`config.mk`:
```
export PLATFORM = sky130hd
export DESIGN_NAME = icd_decoder
export DESIGN_NICKNAME = d
export VERILOG_FILES = /design/src/include/icd_pkg.sv /design/src/hw/icd_decoder.sv
export VERILOG_INCLUDE_DIRS = /design/src /design/src/include
export SDC_FILE = /design/constraint.sdc
export NUM_CORES = 1
export LEC_CHECK = 0
export BUFFER_PORTS_ARGS = -buffer_cell sky130_fd_sc_hd__buf_2
export CAP_MARGIN = 20
export CORE_ASPECT_RATIO = 1.5
export CORE_UTILIZATION = 45
export DETAILED_ROUTE_END_ITERATION = 7
export GPL_TIMING_DRIVEN = 0
export PLACE_DENSITY = 0.77
export SLEW_MARGIN = 5
export SYNTH_ARGS = -nofsm -noshare
export SYNTH_HDL_FRONTEND = slang
export SYNTH_SLANG_ARGS = --single-unit
```
`constraint.sdc`:
```
create_clock -name sys_clk_in -period 2.6 [get_ports sys_clk_in]
set_input_delay 0.39 -clock sys_clk_in [delete_from_list [all_inputs] [get_ports sys_clk_in]]
set_output_delay 0.39 -clock sys_clk_in [all_outputs]
set_load 0.03 [all_outputs]
```
`src/include/icd_consts.svh`:
```
`ifndef ICD_CONSTS_SVH
`define ICD_CONSTS_SVH

// Register byte offsets
`define ICD_OFF_CTRL 4'h0
`define ICD_OFF_IR 4'h4
`define ICD_OFF_STAT 4'h8

// Control register fields
`define ICD_CTRL_USER_BIT 0
`define ICD_CTRL_UIO_BIT 1

// Reset values
`define ICD_CTRL_USER_RST 1'b0
`define ICD_CTRL_UIO_RST 1'b0
`define ICD_IR_RST 13'h0000

// Pads for read words
`define ICD_PAD_CTRL 30'h0
`define ICD_PAD_IR 19'h0
`define ICD_PAD_STAT 22'h0

// Class 001 codes for bits 6-8 under 111
`define ICD_FSC_CODE 3'h2
`define ICD_CHR_FIRST 3'h2

// Jump group members that jump, and that store the flags
`define ICD_JUMP_ANY_MASK 8'hf9
`define ICD_STORE_MISC_MASK 8'h31
// Index of jump-and-restore in the miscellaneous group
`define ICD_JUMP_RESTORE_INSTR_IDX 3'h4

// I/O composites: block transfers, conditions tests
`define ICD_IOT_BLK_MASK 8'h05
`define ICD_IOT_COND_MASK 8'ha0

`endif

```
`src/include/icd_pkg.sv`:
```
package icd_pkg;

    // Decoded gating levels
    typedef struct packed {
        logic [7:0] cls;
        logic unimplemented_user_op;
        logic unused;
        logic [3:0] fp_op;
        logic [4:0] chr_op;
        logic fsc;
        logic normalize_round_gate;
        logic [3:0] mode;
        logic fullword;
        logic swap;
        logic negate;
        logic mul;
        logic div;
        logic md;
        logic div_int;
        logic div_frac;
        logic mul_frac_gate;
        logic mul_int_gate;
        logic [7:0] shift;
        logic [7:0] misc;
        logic jump_restore_instr;
        logic [7:0] jump;
        logic jump_any;
        logic store_misc;
        logic add;
        logic sub;
        logic [15:0] boole;
        logic hw_right;
        logic hw_clr_ar;
        logic hw_set_ones;
        logic hw_swap;
        logic acc_operand_compare;
        logic acc_operand_compare_direct;
        logic zero_compare_group;
        logic zero_compare_group_mem;
        logic masked_logical_compare;
        logic [3:0] mask_act;
        logic mask_mem;
        logic mask_swap;
        logic [2:0] cond;
        logic io_transfer_instr;
        logic [7:0] iot_op;
        logic iot_blk;
        logic iot_cond;
        logic [6:0] dev_sel;
    } icd_dec_s;

    // Whole state of the decoder
    typedef struct packed {
        logic user;
        logic uio;
        logic [0:12] ir;
        logic armed;
        icd_dec_s dec;
        logic [31:0] rdata;
    } icd_state_s;

endpackage

```
`src/hw/icd_decoder.sv`:
```
`include "icd_consts.svh"
module icd_decoder (
    input wire logic sys_clk_in, // 100 MHz clock
    input wire logic sys_rst_in, // Sync reset, high
    input wire logic [3:0] bus_addr_in, // Register byte address
    input wire logic [31:0] bus_wdata_in, // Write data
    input wire logic bus_wr_in, // Write strobe
    input wire logic bus_rd_in, // Read strobe
    output logic [31:0] bus_rdata_out, // Read data, next cycle
    input wire logic ir_load_in, // Load instruction code
    input wire logic [0:12] ir_code_in, // Op-code bits 0-12
    input wire logic ir_clear_in, // Clear register, await code
    input wire logic illegal_in, // User illegal attempt
    output logic [0:12] instruction_reg_out, // Register contents
    output logic [7:0] class_out, // One-hot class level
    output logic unimplemented_user_op_out, // Trap command level
    output logic unused_op_out, // Unused class 001 code
    output logic [3:0] fp_op_out, // Float op one-hot
    output logic [4:0] char_op_out, // Character ops
    output logic float_scale_out, // Floating scale
    output logic normalize_round_gate_out, // Rounding gate
    output logic [3:0] mode_out, // Mode one-hot
    output logic fullword_out, // Full-word transfer
    output logic swap_out, // Full-word swap
    output logic negate_out, // Full-word negate
    output logic mul_out, // Fixed multiply
    output logic div_out, // Fixed divide
    output logic mul_div_out, // Shared mul/div level
    output logic div_int_out, // Divide integer
    output logic div_frac_out, // Divide fraction
    output logic mul_frac_gate_out, // Bit 6 true
    output logic mul_int_gate_out, // Bit 6 false
    output logic [7:0] shift_op_out, // Shift group
    output logic [7:0] misc_op_out, // Misc group
    output logic jump_restore_instr_out, // Gated jump-restore
    output logic [7:0] jump_group_out, // Jump group
    output logic jump_any_out, // Jumping members
    output logic store_misc_out, // Flag-storing members
    output logic add_out, // Fixed add
    output logic sub_out, // Fixed subtract
    output logic [15:0] boolean_class_level_out, // Boolean ops
    output logic hw_right_out, // Half dest right
    output logic hw_clr_arith_reg_out, // Clear arith_reg
    output logic hw_set_ones_out, // Other half to ones
    output logic hw_swap_out, // Swap source halves
    output logic acc_operand_compare_out, // Operand compare
    output logic acc_direct_out, // Compare memory word
    output logic zero_compare_group_out, // Zero compare group
    output logic zero_cmp_mem_out, // Skip on memory
    output logic masked_logical_compare_out, // Masked compare
    output logic [3:0] mask_action_out, // Masked-bit action
    output logic mask_mem_out, // Mask from memory
    output logic mask_swap_out, // Swap mask halves
    output logic [2:0] cond_out, // Skip/jump condition
    output logic io_transfer_instr_out, // I/O command level
    output logic [7:0] io_op_out, // I/O instruction
    output logic io_block_out, // Composite block
    output logic io_cond_out, // Composite conditions
    output logic [6:0] io_dev_sel_out // Device select
);

    icd_pkg::icd_state_s st_q;
    icd_pkg::icd_state_s st_d;

    // Three bits to one-hot of eight
    function automatic logic [7:0] icd_oct(input logic [2:0] v);
        return 8'h01 << v;
    endfunction

    // Two bits to one-hot of four
    function automatic logic [3:0] icd_q4(input logic [1:0] v);
        return 4'h1 << v;
    endfunction

    // Op-code tree: class levels gate every lower decoder except the bit-6 rounding and multiply gates
    function automatic icd_pkg::icd_dec_s icd_decode(
        input logic [0:12] ir,
        input logic armed,
        input logic user,
        input logic uio,
        input logic ill
    );
        icd_pkg::icd_dec_s d;
        logic [7:0] c;
        logic [7:0] s;
        logic [7:0] o;
        logic user_iot;
        logic fp;
        logic as;
        d = '0;
        c = icd_oct(ir[0:2]);
        s = icd_oct(ir[3:5]);
        o = icd_oct(ir[6:8]);
        d.cls = c;
        // User I/O without permission traps instead
        user_iot = c[7] & user & ~uio;
        d.unimplemented_user_op = (c[0] & armed) | ill | user_iot;
        // Class 001: float, char ops, unused
        d.normalize_round_gate = ir[6];
        d.unused = c[1] & (s[0] | s[1] | s[2] |
            (s[7] & (ir[6:8] < `ICD_FSC_CODE)));
        d.fsc = c[1] & s[7] & (ir[6:8] == `ICD_FSC_CODE);
        d.chr_op = (c[1] & s[7]) ? o[7:3] : 5'h00;
        fp = c[1] & ir[3];
        d.fp_op = fp ? icd_q4(ir[4:5]) : 4'h0;
        // Class 2XX groups
        d.fullword = c[2] & (s[0] | s[1]);
        d.swap = d.fullword & ir[5];
        d.negate = d.fullword & ir[6];
        d.mul = c[2] & s[2];
        d.div = c[2] & s[3];
        d.md = c[2] & (ir[3:4] == 2'h1);
        d.div_int = d.div & ~ir[6];
        d.div_frac = d.div & ir[6];
        d.mul_frac_gate = ir[6];
        d.mul_int_gate = ~ir[6];
        d.shift = (c[2] & s[4]) ? o : 8'h00;
        d.misc = (c[2] & s[5]) ? o : 8'h00;
        d.jump = (c[2] & s[6]) ? o : 8'h00;
        d.jump_restore_instr = d.misc[`ICD_JUMP_RESTORE_INSTR_IDX] & ~d.unimplemented_user_op;
        d.jump_any = |(d.jump & `ICD_JUMP_ANY_MASK);
        d.store_misc = |(d.jump & `ICD_STORE_MISC_MASK);
        as = c[2] & s[7];
        d.add = as & ~ir[6];
        d.sub = as & ir[6];
        // Shared mode decoder for all basic-format users
        if (fp | d.fullword | d.md | as | c[4] | c[5]) begin
            d.mode = icd_q4(ir[7:8]);
        end
        // Boolean class
        d.boole = c[4] ? (16'h0001 << ir[3:6]) : 16'h0000;
        // Half-word class
        d.hw_right = c[5] & ir[3];
        d.hw_clr_ar = c[5] & (ir[4] | ir[5]);
        d.hw_set_ones = c[5] & ir[4] & ~ir[5];
        d.hw_swap = c[5] & ir[6];
        // Arithmetic compare
        d.acc_operand_compare = c[3] & (ir[3:4] == 2'h0);
        d.acc_operand_compare_direct = d.acc_operand_compare & ir[5];
        d.zero_compare_group = c[3] & (ir[3:4] != 2'h0);
        d.zero_compare_group_mem = d.zero_compare_group & ir[5];
        // Masked logical compare
        d.masked_logical_compare = c[6];
        d.mask_act = c[6] ? icd_q4(ir[3:4]) : 4'h0;
        d.mask_mem = c[6] & ir[5];
        d.mask_swap = c[6] & ir[8];
        // Condition: bit 8 term only for arithmetic compare
        d.cond[2] = ir[8] & (d.acc_operand_compare | d.zero_compare_group);
        d.cond[1:0] = (c[3] | c[6]) ? ir[6:7] : 2'h0;
        // I/O class
        d.io_transfer_instr = c[7] & ~user_iot;
        d.iot_op = d.io_transfer_instr ? icd_oct(ir[10:12]) : 8'h00;
        d.iot_blk = |(d.iot_op & `ICD_IOT_BLK_MASK);
        d.iot_cond = |(d.iot_op & `ICD_IOT_COND_MASK);
        d.dev_sel = d.io_transfer_instr ? ir[3:9] : 7'h00;
        return d;
    endfunction

    // Next state: bus, register loads, decode of the new contents
    always_comb begin
        st_d = st_q;
        st_d.rdata = 32'h0;
        if (bus_wr_in) begin
            if (bus_addr_in == `ICD_OFF_CTRL) begin
                st_d.user = bus_wdata_in[`ICD_CTRL_USER_BIT];
                st_d.uio = bus_wdata_in[`ICD_CTRL_UIO_BIT];
            end else if (bus_addr_in == `ICD_OFF_IR) begin
                st_d.ir = bus_wdata_in[12:0];
                st_d.armed = 1'b1;
            end
        end
        // Clear drops the arming flop until a new code
        if (ir_clear_in) begin
            st_d.ir = `ICD_IR_RST;
            st_d.armed = 1'b0;
        end
        if (ir_load_in) begin
            st_d.ir = ir_code_in;
            st_d.armed = 1'b1;
        end
        // Read word appears one cycle after the strobe
        if (bus_rd_in) begin
            if (bus_addr_in == `ICD_OFF_CTRL) begin
                st_d.rdata = {`ICD_PAD_CTRL, st_q.uio, st_q.user};
            end else if (bus_addr_in == `ICD_OFF_IR) begin
                st_d.rdata = {`ICD_PAD_IR, st_q.ir};
            end else if (bus_addr_in == `ICD_OFF_STAT) begin
                st_d.rdata = {`ICD_PAD_STAT, st_q.armed,
                    st_q.dec.unimplemented_user_op, st_q.dec.cls};
            end
        end
        if (sys_rst_in) begin
            st_d = '0;
            st_d.user = `ICD_CTRL_USER_RST;
            st_d.uio = `ICD_CTRL_UIO_RST;
            st_d.ir = `ICD_IR_RST;
        end
        // Levels track the register, aligned with it
        st_d.dec = icd_decode(st_d.ir, st_d.armed, st_d.user,
            st_d.uio, illegal_in & ~sys_rst_in);
    end

    // State register
    always_ff @(posedge sys_clk_in) begin
        st_q <= st_d;
    end

    // Outputs straight from the state flops
    assign bus_rdata_out = st_q.rdata;
    assign instruction_reg_out = st_q.ir;
    assign class_out = st_q.dec.cls;
    assign unimplemented_user_op_out = st_q.dec.unimplemented_user_op;
    assign unused_op_out = st_q.dec.unused;
    assign fp_op_out = st_q.dec.fp_op;
    assign char_op_out = st_q.dec.chr_op;
    assign float_scale_out = st_q.dec.fsc;
    assign normalize_round_gate_out = st_q.dec.normalize_round_gate;
    assign mode_out = st_q.dec.mode;
    assign fullword_out = st_q.dec.fullword;
    assign swap_out = st_q.dec.swap;
    assign negate_out = st_q.dec.negate;
    assign mul_out = st_q.dec.mul;
    assign div_out = st_q.dec.div;
    assign mul_div_out = st_q.dec.md;
    assign div_int_out = st_q.dec.div_int;
    assign div_frac_out = st_q.dec.div_frac;
    assign mul_frac_gate_out = st_q.dec.mul_frac_gate;
    assign mul_int_gate_out = st_q.dec.mul_int_gate;
    assign shift_op_out = st_q.dec.shift;
    assign misc_op_out = st_q.dec.misc;
    assign jump_restore_instr_out = st_q.dec.jump_restore_instr;
    assign jump_group_out = st_q.dec.jump;
    assign jump_any_out = st_q.dec.jump_any;
    assign store_misc_out = st_q.dec.store_misc;
    assign add_out = st_q.dec.add;
    assign sub_out = st_q.dec.sub;
    assign boolean_class_level_out = st_q.dec.boole;
    assign hw_right_out = st_q.dec.hw_right;
    assign hw_clr_arith_reg_out = st_q.dec.hw_clr_ar;
    assign hw_set_ones_out = st_q.dec.hw_set_ones;
    assign hw_swap_out = st_q.dec.hw_swap;
    assign acc_operand_compare_out = st_q.dec.acc_operand_compare;
    assign acc_direct_out = st_q.dec.acc_operand_compare_direct;
    assign zero_compare_group_out = st_q.dec.zero_compare_group;
    assign zero_cmp_mem_out = st_q.dec.zero_compare_group_mem;
    assign masked_logical_compare_out = st_q.dec.masked_logical_compare;
    assign mask_action_out = st_q.dec.mask_act;
    assign mask_mem_out = st_q.dec.mask_mem;
    assign mask_swap_out = st_q.dec.mask_swap;
    assign cond_out = st_q.dec.cond;
    assign io_transfer_instr_out = st_q.dec.io_transfer_instr;
    assign io_op_out = st_q.dec.iot_op;
    assign io_block_out = st_q.dec.iot_blk;
    assign io_cond_out = st_q.dec.iot_cond;
    assign io_dev_sel_out = st_q.dec.dev_sel;
endmodule

```
# Word level (Yosys, flattened, before mapping)

Index checks and enable logic that the tools add are counted.

Register bits: 163
Input bits: 56
Output and inout bits: 161
Logic and storage cells: 149

$lt $le $gt $ge: 1
Eq/ne operators: 4
Shift-type cells: 8
Mux-type cells: 14
Bitwise operators: 57
Reductions and logical operators: 10

Operators with widths:

| cell                                                       | number |
|---|---|
| 2-to-1 mux 164 bit                                         | 1 |
| 2-to-1 mux 14 bit                                          | 4 |
| 2-to-1 mux 13 bit                                          | 3 |
| bitwise AND 1 bit                                          | 37 |
| left shift 1 x 3 -> 8 bit, first input constant            | 4 |
| 2-to-1 mux 16 bit                                          | 1 |
| 2-to-1 mux 8 bit                                           | 2 |
| left shift 1 x 4 -> 16 bit, first input constant           | 1 |
| bitwise OR 1 bit                                           | 13 |
| left shift 1 x 2 -> 4 bit, first input constant            | 3 |
| 2-to-1 mux 10 bit                                          | 1 |
| NOT 1 bit                                                  | 7 |
| OR reduction 2 bit                                         | 3 |
| OR reduction 3 bit                                         | 2 |
| OR reduction 6 bit                                         | 1 |
| 2-to-1 mux 5 bit                                           | 1 |
| == test 4 x 3 -> 1 bit, second input constant              | 1 |
| == test 4 bit, second input constant                       | 1 |
| logical NOT 4 bit                                          | 1 |
| OR reduction 4 bit                                         | 1 |
| == test 3 x 2 -> 1 bit, second input constant              | 1 |
| less-than comparator 3 x 2 -> 1 bit, second input constant | 1 |
| == test 2 x 1 -> 1 bit, second input constant              | 1 |
| logical NOT 2 bit                                          | 1 |
| other kinds (2)                                            | 2 |

# Logic depth before layout (Yosys ltp)

Depth after elaboration: 15
Gate-level depth with buffers: 12
Mapped depth without buffers: 8

# Worst setup path before layout

OpenSTA, ideal clock, no wires.

Path type: input to register
From: input bus_addr_in[2]
To: register st_q, in the netlist io_op_out[1]
Library setup time: 0.088 ns
Arrival time: 2.218 ns
Required time: 2.512 ns
Path slack: 0.294 ns
Stages on the path: 12
Buffers on the path: 4
Cell sequence: buf_4 and2b_1 buf_6 a211oi_1 or4_4 buf_6 nor3_4 nand2b_1 buf_6 clkinv_4 nand2b_4 nor4b_2

RTL lines:

| element              | RTL line           | text |
|---|---|---|
| start, declared      | icd_decoder.sv:5   | `input wire logic [3:0] bus_addr_in,` |
| end signal, assigned | icd_decoder.sv:205 | `st_q <= st_d;` |
| end, declared        | icd_decoder.sv:62  | `icd_pkg::icd_state_s st_q;` |

==> impl_metrics.json <==
{
  "pin_count": 217,
  "setup_violations": 0,
  "initialDrtViolationCount": 117,
  "clockBufferDepth": 2,
  "ys_types": 59,
  "timing.hold.ws_ps": 242,
  "synth-adder-area-share_pct": 0,
  "power.density_mw_per_mm2": 679,
  "viasPerCell": 4.61,
  "rr_worst_depth": 7,
  "grt_pass1_wl_um": 21300,
  "cts_sinks": 142,
  "tightest_slew_ps": 744,
  "report.final.slew_viol_count": 0,
  "async_flop_share_pct": 0,
  "avgSynthCellArea_um2": 9.54,
  "dp_slack_ps": -286,
  "leakage_nw": 3.69,
  "worstPathCellList": "buf_2 -> or3b_1 -> buf_2 -> nor4_1 -> or4_1 -> buf_4 -> clkinv_1 -> and4_1 -> a211oi_2 -> nor3_1",
  "cp_slowest_cell": "or3b_1",
  "portBuffers": 176,
  "grt_overflow_total": 0,
  "start_util_pct": 46.9,
  "rows": 48,
  "max_freq_ghz": 0.421,
  "gp_congestion": 0.865,
  "clk_latency_ps": 410,
  "ys_warn_count": 0,
  "fin_util_pct": 61.5,
  "core_mm2": 0.0117,
  "synth_edf_count": 0,
  "path_class": "input pin to flip-flop",
  "status": "completed",
  "layout_commonest_cell": "buf_2",
  "drt-pass1-iter-count": 4,
  "nNetsFinal": 843,
  "ant_nets": 0,
  "drc": 0,
  "syn_inst": 573,
  "area_growth_pct": 31.1,
  "final_cell_mix": "buf_2 (184), dfxtp_1 (142), buf_4 (131)",
  "cts_tree": "done",
  "path_clk_slew_ps": 60,
  "period_needed_ps": 2380,
  "synth_top_family_by_area": "buffers and inverters",
  "ys_seq_area_share_pct": 52.0,
  "cp.arrival_ps": 2660,
  "yosys.area_share.simple_pct": 19.5,
  "synth-compound-area-share_pct": 6.07,
  "wl_per_cell_um": 14.4,
  "grt_use_met1_pct": 22.3,
  "cp-end-kind": "flip-flop",
  "synth_seq_cells": 142,
  "synth-main-ff-cell": "dfxtp_1",
  "path_max_fanout": 10,
  "finalCritPeriodShare_pct": 91.4,
  "cts_buffers": 17,
  "cp_common_cell": "buf_2",
  "drv_cap": 0,
  "dpl_cell_area_mm2": 0.00660,
  "grt_max_degree": 17,
  "synth_xor_area_share_pct": 0.160,
  "grt_use_met2_pct": 42.7,
  "worstHoldPathCells": 3,
  "cpPeakStageDelay_ps": 380,
  "num-fill-cells": 1074,
  "skew_ps": 8.59,
  "setup_slack_ps": 224,
  "syn_area_mm2": 0.00547,
  "cp_data_required_time_ps": 2880,
  "die_h_um": 137,
  "hold_class": "input pin to flip-flop",
  "cts_hold_buf": 0,
  "htree_num_levels": 4,
  "use_met3_pct": 6.83,
  "rsz0062_at_grt": "no",
  "relSlewSlack_pct": 50.4,
  "critPathLaunchType": "input pin",
  "grt_busiest_layer": "met2",
  "first_global_vias": 4171,
  "die_x_um": 92.0,
  "routed_wl_um": 13700,
  "finalHoldViolations": 0,
  "post-dp-hpwl_um": 10400,
  "vias": 4382,
  "antenna_found_initial": 2,
  "synth_mux_area_share_pct": 0.961,
  "ir_drop_v": 0.000438,
  "clockRootBuffer": "clkbuf_16",
  "track_usage_pct": 22.3,
  "finish.instance_area_mm2": 0.00716,
  "layout-drive-gt1-share_pct": 46.6,
  "dieArea_mm2": 0.0126
}
==> timing repair <==
action,4_1_cts,5_1_grt
buffers inserted,0,0
endpoints found under the setup margin,0,10
gates resized for setup,0,4
hold endpoints to repair,0,0
==> logic make-up after synthesis <==
group	after synthesis
compound gates	46
other cells	1
mux	5
flops	142
xor+xnor	1
simple gates	209
buf+inv	169
==> stage by stage <==
| stage | std cells | total power, mW | setup TNS [ps] |
|---|---|---|---|
| finish | 950 | 4.87 | 0 |
| CTS | 948 | 4.89 | 0 |
| detailed placement | 917 | 2.70 | -5950 |
| global route | 950 | 5.04 | 0 |
| global placement | 917 | 2.70 | -4760 |
| floorplan | 591 | 2.58 | 0 |
==> power breakdown <==
part	internal, mW	total (mW)	switching [mW]
sequential	2.21	2.23	0.0210
combinational	0.147	0.426	0.279
clock	1.31	2.21	0.905
total	3.66	4.87	1.21
==> final timing paths <==
| path | startpoint | to | slack [ps] |
|---|---|---|---|
| worst min-delay path | ir_code_in[9] | instruction_reg_out[9]$_DFF_P_ | 240 |
| worst max-delay path | bus_addr_in[1] | mode_out[3]$_SDFF_PN0_ | 220 |
| worst min register to register | st_q[162]$_DFF_P_ | st_q[162]$_DFF_P_ | 470 |
| worst max register to register | instruction_reg_out[1]$_DFF_P_ | cond_out[0]$_SDFF_PN0_ | 420 |
==> cells in the mapped netlist, types with 3 or more instances <==
library cell  instances  share of area (%)
a211oi_1              4               0.55
a21oi_1               9               0.82
a22o_1                8                1.3
and2_1                4               0.46
buf_2                 7               0.64
buf_4               131                 18
buf_6                 3               0.62
clkbuf_1              8               0.55
dfxtp_1             142                 52
inv_1                17                1.2
mux2i_1               3               0.55
nand2_1              32                2.2
nand3_1              18                1.6
nand4_1               5               0.57
nor2_1               92                6.3
nor2b_1               3               0.34
nor3_1               19                1.7
nor4_1                5               0.57
nor4b_2               3               0.82
o21a_1                3               0.41
o21ai_0               5               0.46
or4_1                 3               0.41
==> critical path, delay by kind of cell <==
| kind | cells | cell delay [ps] |
|---|---|---|
| AND/OR/NAND/NOR | 5 | 1150 |
| buffers and inverters | 4 | 760 |
| AO/OA/AOI/OAI | 1 | 350 |
==> layer usage <==
layer / vias up / wire (µm) / share of wire, %
met5: - / 12 / 0.088
met4: 2 / 259 / 1.9
met3: 22 / 936 / 6.8
met2: 161 / 7440 / 54
met1: 2030 / 5040 / 37
li1: 2167 / - / -
==> flip-flops by register name, indices dropped and copies added (netlist names), 5 cells and up <==
signal                   cells
misc_op_out                  8
io_dev_sel_out               7
char_op_out                  5
class_out                    8
io_op_out                    8
instruction_reg_out         13
bus_rdata_out               13
boolean_class_level_out     16
shift_op_out                 8
jump_group_out               8
==> final cells by class <==
type | count | area (µm²) | share of cell area (%)
Buffer | 149 | 1080 | 15.1
Antenna cell | 1 | 2.50 | 0.0349
Multi-Input combinational cell | 280 | 1540 | 21.5
Clock inverter | 14 | 119 | 1.66
Clock buffer | 17 | 425 | 5.94
Tap cell | 150 | 188 | 2.62
Inverter | 20 | 80.1 | 1.12
Timing Repair Buffer | 177 | 886 | 12.4
Sequential cell | 142 | 2840 | 39.7
Note: power is estimated with default switching activity, not from simulation.
